## src/shared/tpd_map.svh

```systemverilog
// Constants for the three-phase gate input decoder.
// Assumes inclusion by both ends, not the interface; definitions only.
`ifndef TPD_MAP_SVH
`define TPD_MAP_SVH
`define TPD_SCHEME_SIX 2'h0
`define TPD_SCHEME_THREE 2'h1
`define TPD_SCHEME_SINGLE 2'h2
`define TPD_SCHEME_INDEP 2'h3
`define TPD_CODE_STOP 3'h0
`define TPD_CODE_ALIGN 3'h7
`define TPD_CODE_BC 3'h6
`define TPD_CODE_AC 3'h4
`define TPD_CODE_AB 3'h5
`define TPD_CODE_CB 3'h1
`define TPD_CODE_CA 3'h3
`define TPD_CODE_BA 3'h2
`define TPD_PHASE_A 0
`define TPD_PHASE_B 1
`define TPD_PHASE_C 2
`define TPD_REG_SCHEME 2'h0
`define TPD_REG_FREEWHEEL 2'h1
`define TPD_REG_CMD 2'h2
`define TPD_REG_GATES 2'h3
`endif

```

## src/shared/tpd_pkg.sv

```systemverilog
// Types shared by both ends of the gate input decoder link.
// Assumes tpd_map.svh supplies the numeric constants.
package tpd_pkg;
	typedef logic [1:0] tpd_scheme_t;
	typedef logic [2:0] tpd_phase_t;
endpackage

```

## src/shared/tpd_link_if.sv

```systemverilog
// Link between the motor controller and the gate input decoder.
// Assumes one clock domain owned by the testbench.
`timescale 1ns/100ps
interface tpd_link_if;
	tpd_pkg::tpd_phase_t high_side_command;
	tpd_pkg::tpd_phase_t low_side_command;
	tpd_pkg::tpd_scheme_t scheme_select;
	logic freewheel_style_select;
	modport device (
		input high_side_command,
		input low_side_command,
		input scheme_select,
		input freewheel_style_select
	);
	modport controller (
		output high_side_command,
		output low_side_command,
		output scheme_select,
		output freewheel_style_select
	);
endinterface

```

## src/core/tpd_decoder.sv

```systemverilog
// What this block does
// RL1: Scheme 00b selects six-input decoding
// RL2: Six-input: lone command drives its gate
// RL3: Scheme 01b selects three-input decoding
// RL4: Three-input: low command zero floats phase
// RL5: Three-input: high command picks upper/lower gate
// RL6: Controller holds low commands high if unused
// RL7: Scheme 10b selects single-PWM commutation
// RL8: Phase A high command carries PWM
// RL9: Three inputs form commutation state code
// RL10: Six codes select source and sink phases
// RL11: Direction one inverts the state code
// RL12: Code zero stops, code seven aligns
// RL13: Synchronous freewheel: lower gate gets inverse PWM
// RL14: Asynchronous freewheel: lower PWM gate stays off
// RL15: Brake low forces all lower gates on
// RL16: Controller holds direction low, brake high
// RL17: Scheme 11b selects independent control
// RL18: Independent: each gate follows own command
// RL19: Controller never commands both gates together
// RL20: Split loads need sense rewiring, monitors off
// RL21: Commands low before changing scheme; the controller zeroes them in the same cycle as the scheme write
// RL22: Gates registered from synced inputs, off in reset
//
// Device end: decodes the six commands into six gate enables.
// Assumes inputs may be asynchronous; all are synchronised here.
`timescale 1ns/100ps
`include "tpd_map.svh"
module tpd_decoder (
	// Clock and reset
	input wire logic i_clock,
	input wire logic i_arst_n,
	// Controller link
	tpd_link_if.device link,
	// Gate enables, bit 0 is phase A
	output logic [2:0] o_upper_gate_output,
	output logic [2:0] o_lower_gate_output,
	// Scheme in force
	output logic [1:0] o_scheme
);
	localparam int NIN = 9;
	logic [NIN-1:0] sync_a;
	logic [NIN-1:0] sync_b;
	logic [2:0] hi;
	logic [2:0] lo;
	tpd_pkg::tpd_scheme_t scheme;
	logic freewheel_async;
	logic [2:0] code;
	logic pwm;
	logic dir;
	logic brake_n;
	logic [2:0] src;
	logic [2:0] sink;
	logic [2:0] next_upper;
	logic [2:0] next_lower;

	// Two flops before any logic reads the pins
	always_ff @(posedge i_clock or negedge i_arst_n) begin // see RL22
		if (!i_arst_n) begin
			sync_a <= '0;
			sync_b <= '0;
		end else begin
			sync_a <= {link.freewheel_style_select, link.scheme_select,
				link.low_side_command, link.high_side_command};
			sync_b <= sync_a;
		end
	end

	assign hi = sync_b[2:0];
	assign lo = sync_b[5:3];
	assign scheme = sync_b[7:6];
	assign freewheel_async = sync_b[8];
	assign pwm = hi[`TPD_PHASE_A]; // see RL8
	assign code = {lo[`TPD_PHASE_A], hi[`TPD_PHASE_B],
		lo[`TPD_PHASE_B]}; // see RL9
	assign dir = hi[`TPD_PHASE_C];
	assign brake_n = lo[`TPD_PHASE_C];

	// Source and sink phases of each commutation step
	always_comb begin
		logic [2:0] c;
		c = code;
		// Stop and align ignore direction; only the six steps flip
		if (dir && code != `TPD_CODE_STOP &&
			code != `TPD_CODE_ALIGN) begin
			c = ~code; // see RL11
		end
		src = 3'h0;
		sink = 3'h0;
		case (c) // see RL10
			`TPD_CODE_BC: begin
				src = 3'h2;
				sink = 3'h4;
			end
			`TPD_CODE_AC: begin
				src = 3'h1;
				sink = 3'h4;
			end
			`TPD_CODE_AB: begin
				src = 3'h1;
				sink = 3'h2;
			end
			`TPD_CODE_CB: begin
				src = 3'h4;
				sink = 3'h2;
			end
			`TPD_CODE_CA: begin
				src = 3'h4;
				sink = 3'h1;
			end
			`TPD_CODE_BA: begin
				src = 3'h2;
				sink = 3'h1;
			end
			`TPD_CODE_ALIGN: begin // see RL12
				src = 3'h1;
				sink = 3'h6;
			end
			default: begin // see RL12
				src = 3'h0;
				sink = 3'h0;
			end
		endcase
	end

	always_comb begin
		next_upper = 3'h0;
		next_lower = 3'h0;
		case (scheme)
			`TPD_SCHEME_SIX: begin // see RL1
				next_upper = hi & ~lo; // see RL2
				next_lower = lo & ~hi; // see RL2
			end
			`TPD_SCHEME_THREE: begin // see RL3
				next_upper = lo & hi; // see RL4
				next_lower = lo & ~hi; // see RL5
			end
			`TPD_SCHEME_SINGLE: begin // see RL7
				if (!brake_n) begin
					next_upper = 3'h0; // see RL15
					next_lower = 3'h7; // see RL15
				end else begin
					next_upper = pwm ? src : 3'h0;
					// Async style lets the body diode freewheel
					next_lower = sink | ((freewheel_async || pwm) ?
						3'h0 : src); // see RL13 see RL14
				end
			end
			`TPD_SCHEME_INDEP: begin // see RL17
				// No interlock: shoot-through is the user's to avoid
				next_upper = hi; // see RL18
				next_lower = lo; // see RL18
			end
			default: begin
				next_upper = 3'h0;
				next_lower = 3'h0;
			end
		endcase
	end

	always_ff @(posedge i_clock or negedge i_arst_n) begin // see RL22
		if (!i_arst_n) begin
			o_upper_gate_output <= 3'h0;
			o_lower_gate_output <= 3'h0;
			o_scheme <= `TPD_SCHEME_SIX;
		end else begin
			o_upper_gate_output <= next_upper;
			o_lower_gate_output <= next_lower;
			o_scheme <= scheme;
		end
	end
endmodule

```

## src/flat_wrapper.sv

```systemverilog
// flat-port wrapper written by rule: the top's interface ports become plain ports
module tpd_decoder_flat 
  (i_clock, i_arst_n, o_upper_gate_output, o_lower_gate_output, o_scheme, link_high_side_command, link_low_side_command, link_scheme_select, link_freewheel_style_select);
  tpd_link_if link_i ();
  input wire logic i_clock;
  input wire logic i_arst_n;
  output logic [2:0] o_upper_gate_output;
  output logic [2:0] o_lower_gate_output;
  output logic [1:0] o_scheme;
  input wire logic [$bits(link_i.high_side_command)-1:0] link_high_side_command;
  input wire logic [$bits(link_i.low_side_command)-1:0] link_low_side_command;
  input wire logic [$bits(link_i.scheme_select)-1:0] link_scheme_select;
  input wire logic [$bits(link_i.freewheel_style_select)-1:0] link_freewheel_style_select;
  assign link_i.high_side_command = link_high_side_command;
  assign link_i.low_side_command = link_low_side_command;
  assign link_i.scheme_select = link_scheme_select;
  assign link_i.freewheel_style_select = link_freewheel_style_select;
  tpd_decoder u_core (.i_clock(i_clock), .i_arst_n(i_arst_n), .link(link_i), .o_upper_gate_output(o_upper_gate_output), .o_lower_gate_output(o_lower_gate_output), .o_scheme(o_scheme));
endmodule
```

## config.mk

```make
export PLATFORM = sky130hd
export DESIGN_NAME = tpd_decoder_flat
export DESIGN_NICKNAME = d
export VERILOG_FILES = /design/src/shared/tpd_pkg.sv /design/src/shared/tpd_link_if.sv /design/src/core/tpd_decoder.sv /design/src/flat_wrapper.sv
export VERILOG_INCLUDE_DIRS = /design/src /design/src/shared
export SDC_FILE = /design/constraint.sdc
export NUM_CORES = 1
export LEC_CHECK = 0
export BUFFER_PORTS_ARGS = -buffer_cell sky130_fd_sc_hd__buf_4
export CAP_MARGIN = 25
export CORE_MARGIN = 2
export CORE_UTILIZATION = 47
export CTS_BUF_LIST = sky130_fd_sc_hd__clkbuf_8 sky130_fd_sc_hd__clkbuf_16
export CTS_CLUSTER_DIAMETER = 30
export CTS_CLUSTER_SIZE = 25
export DETAILED_ROUTE_END_ITERATION = 12
export GPL_TIMING_DRIVEN = 0
export PLACE_DENSITY_LB_ADDON = 0.1
export SYNTH_ARGS = -nofsm -noshare
export SYNTH_HDL_FRONTEND = slang
export SYNTH_SLANG_ARGS = --single-unit
```

## constraint.sdc

```tcl
create_clock -name i_clock -period 4.05 [get_ports i_clock]
set_clock_uncertainty 0.1 [all_clocks]
set_input_delay 0.6075 -clock i_clock [delete_from_list [all_inputs] [get_ports i_clock]]
set_output_delay 0.6075 -clock i_clock [all_outputs]
set_load 0.01 [all_outputs]
```

==> results.sh <==
export IMPL_outcome="finished clean"
export IMPL_ys_top_cells_by_count="26 x dfrtp_1, 8 x nand2_1, 5 x a21oi_1, 5 x o21ai_0"
export IMPL_leakage_nw=0.5575
export IMPL_synth_area_leader_cell="dfrtp_1"
export IMPL_core_sq_um=1942
export IMPL_ys_warn_count=0
export IMPL_avgSynthCellArea_sq_um=12.68
export IMPL_first_pass_iters=4
export IMPL_worst_slew_pin_slew_ns=0.3047
export IMPL_power_density_nw_per_um2=448.8
export IMPL_insertion_delay_ns=0.26
export IMPL_synth_edf_count=0
export IMPL_cp_cell_sequence="buf_4"
export IMPL_die_h_microns=49.28
export IMPL_fin_crit_ns=1.470
export IMPL_ios=19
export IMPL_port_buffer_count=18
export IMPL_post_cts_resized=0
export IMPL_slew_viol_final=0
export IMPL_cts_buffers=3
export IMPL_period_share_pct=36.29
export IMPL_antenna_left=0
export IMPL_syn_nets=87
export IMPL_worstSetupEndpointType="output port"
export IMPL_antenna_found_initial=0
export IMPL_synth_cells=76
export IMPL_synthTopCellsByArea="dfrtp_1 68%, nand2_1 3.1%, and2b_2 2.7%, a21oi_1 2.6%, a31oi_1 2.6%"
export IMPL_clock_sink_count=26
export IMPL_drv_cap=0
export IMPL_fill_cells=150
export IMPL_num_vias=632
export IMPL_critPathLaunchType="flop"
export IMPL_drc=0
export IMPL_cp_arrival_ns=0.76
export IMPL_hold_buffers=0
export IMPL_track_usage_pct=13.15
export IMPL_drive_gt1_share_pct=28.57
export IMPL_synth_cell_type_count=24
export IMPL_required_ns=3.34
export IMPL_synth_seq_cells=26
export IMPL_ir_drop_mv=0.3185
export IMPL_p_sw_w=0.0001071
export IMPL_maxSlewHeadroom_pct=79.68
export IMPL_grt_max_degree=27
export IMPL_synth_seq_area_share_pct=67.53
export IMPL_crit_slowest_cell="dfrtp_1"
export IMPL_drt_iter0_drc=10
export IMPL_critPathKind="reg2out"
export IMPL_p_clk_share_pct=38.3
export IMPL_cts_tree="yes"
export IMPL_synth_compound_area_share_pct=12.34
export IMPL_synth_ff_type="dfrtp_1"
export IMPL_htree_levels=1
export IMPL_rows=16
export IMPL_setup_viol=0
export IMPL_clockRootBuffer="clkbuf_8"
export IMPL_comb_power_share_pct=9.2
export IMPL_critPathTopFamily="flip-flops"
export IMPL_post_synth_top_count_cell="dfrtp_1"
export IMPL_clockBufferDepth=2
export IMPL_nets=110
export IMPL_overflow=0
export IMPL_synth_top_cell_area_share_pct=67.53
export IMPL_wl_microns=1399
export IMPL_die_x_microns=49.28
export IMPL_synth_top_family_by_area="simple AND/OR/NAND/NOR gates"
export IMPL_path_buf_inv=1
export IMPL_synth_mux_area_share_pct=1.039
export IMPL_syn_area_sq_um=963.4
export IMPL_dpl_hpwl_microns=1015
export IMPL_power_frac_seq_pct=52.5
export IMPL_cp_max_fo=1
export IMPL_post_route_util_pct=61.98
export IMPL_crit_path_max_incr_delay_ns=0.37
export IMPL_grt_pass1_vias=615
export IMPL_gp_congestion=0.8775
export IMPL_clk_pin_slew_worst_paths_ns=0.08
export IMPL_fin_setup_tns_ns=0
export IMPL_start_util_pct=49.61
export IMPL_min_path_type="in2async"
export IMPL_hold_viol=0
export IMPL_diodes=0
export IMPL_internal_power_w=0.0004331
export IMPL_timing_fmax_ghz=0.6803
export IMPL_areaGrowthSynthToFinish_pct=24.93
export IMPL_vias_per_cell=5.056
export IMPL_grt_setup_unrepaired="no"
export IMPL_die_area_sq_um=2428
export IMPL_avgRoutedWirePerCell_microns=11.19
export IMPL_synthSimpleGateAreaFrac_pct=14.68
export IMPL_grt_pass1_wl_microns=2415
export IMPL_synth_fa_ha_area_share_pct=0
export IMPL_post_cts_buffers=0
export IMPL_async_flop_share_pct=100.0
export IMPL_timing_hold_ws_ns=0.1235
export IMPL_netSwitchingFraction_pct=19.83
export IMPL_synth_xor_area_share_pct=1.818
==> stage by stage <==
step / cells / cell area (sq um) / setup slack (ns) / power [W]
after floorplan: 76 / 963.4 / 2.772 / 0.0003121
after global placement: 121 / 1132 / 2.670 / 0.0003379
after detailed placement: 121 / 1132 / 2.684 / 0.0003390
after CTS: 125 / 1204 / 2.566 / 0.0005477
after global routing: 125 / 1204 / 2.522 / 0.0005655
final: 125 / 1204 / 2.580 / 0.0005402
==> cell families (layout without fill, tap and decap cells) <==
| family | count (synthesis) | in the layout |
|---|---|---|
| muxes | 1 | 1 |
| AOI/OAI and AO/OA | 19 | 19 |
| and+or+nand+nor | 24 | 24 |
| xor gates and xnor gates | 2 | 2 |
| buffers and inverters | 4 | 26 |
| DFF | 26 | 26 |
==> state kept, by name (all words and copies together), names as in the netlist <==
register	cells
u_core.sync_a	9
u_core.o_scheme	2
u_core.o_lower_gate_output	3
u_core.o_upper_gate_output	3
u_core.sync_b	9
==> power groups by stage <==
stage / clock network [W] / logic [W] / registers (W)
global route: 0.000225 / 0.0000544 / 0.000286
detailed placement: 0 / 0.0000500 / 0.000289
finish: 0.000207 / 0.0000494 / 0.000284
global placement: 0 / 0.0000492 / 0.000289
CTS: 0.000214 / 0.0000501 / 0.000284
floorplan: 0 / 0.0000216 / 0.000291
==> metal layers <==
layer	routed length, microns	vias to the layer above	GRT usage, %
li1	-	305	-
met1	558	301	14.05
met2	742	24	23.42
met3	86	2	3.067
met4	12	0	7.619
met5	0	-	0
==> layout make-up <==
cell class / instances / area, sq um / area share (%)
plain buffers: 1 / 13.76 / 1.143
clock buffers: 3 / 41.29 / 3.430
clock inverters: 1 / 30.03 / 2.495
inverters: 3 / 11.26 / 0.9356
multi-input cells: 46 / 287.8 / 23.91
flip-flops and latches: 26 / 650.6 / 54.05
well taps: 27 / 33.78 / 2.807
repair buffers: 18 / 135.1 / 11.23
==> final timing paths <==
path	from	endpoint	slack, ns	depth (start not counted)
max	u_core.o_scheme[0]$_DFF_PN0_	o_scheme[0]	2.58	1
min	i_arst_n	u_core.o_lower_gate_output[1]$_DFF_PN0_	0.12	1
max reg2reg	u_core.sync_b[4]$_DFF_PN0_	u_core.o_lower_gate_output[2]$_DFF_PN0_	2.65	4
min reg2reg	u_core.sync_a[1]$_DFF_PN0_	u_core.sync_b[1]$_DFF_PN0_	0.25	0
max in group asynchronous	i_arst_n	u_core.sync_b[8]$_DFF_PN0_	3.49	1
min in group i_clock	u_core.sync_a[1]$_DFF_PN0_	u_core.sync_b[1]$_DFF_PN0_	0.25	0
==> layout by cell type, fill, tap and decap left out, drive strengths merged, types with 3 or more instances in the layout <==
master and instances:
and2b 4, dfrtp 26, nand2 8, o21ai 5
nand2b 4, clkbuf 4, a21oi 5, a31oi 4
inv 3, buf 18
(Power assumes the default switching activity.)
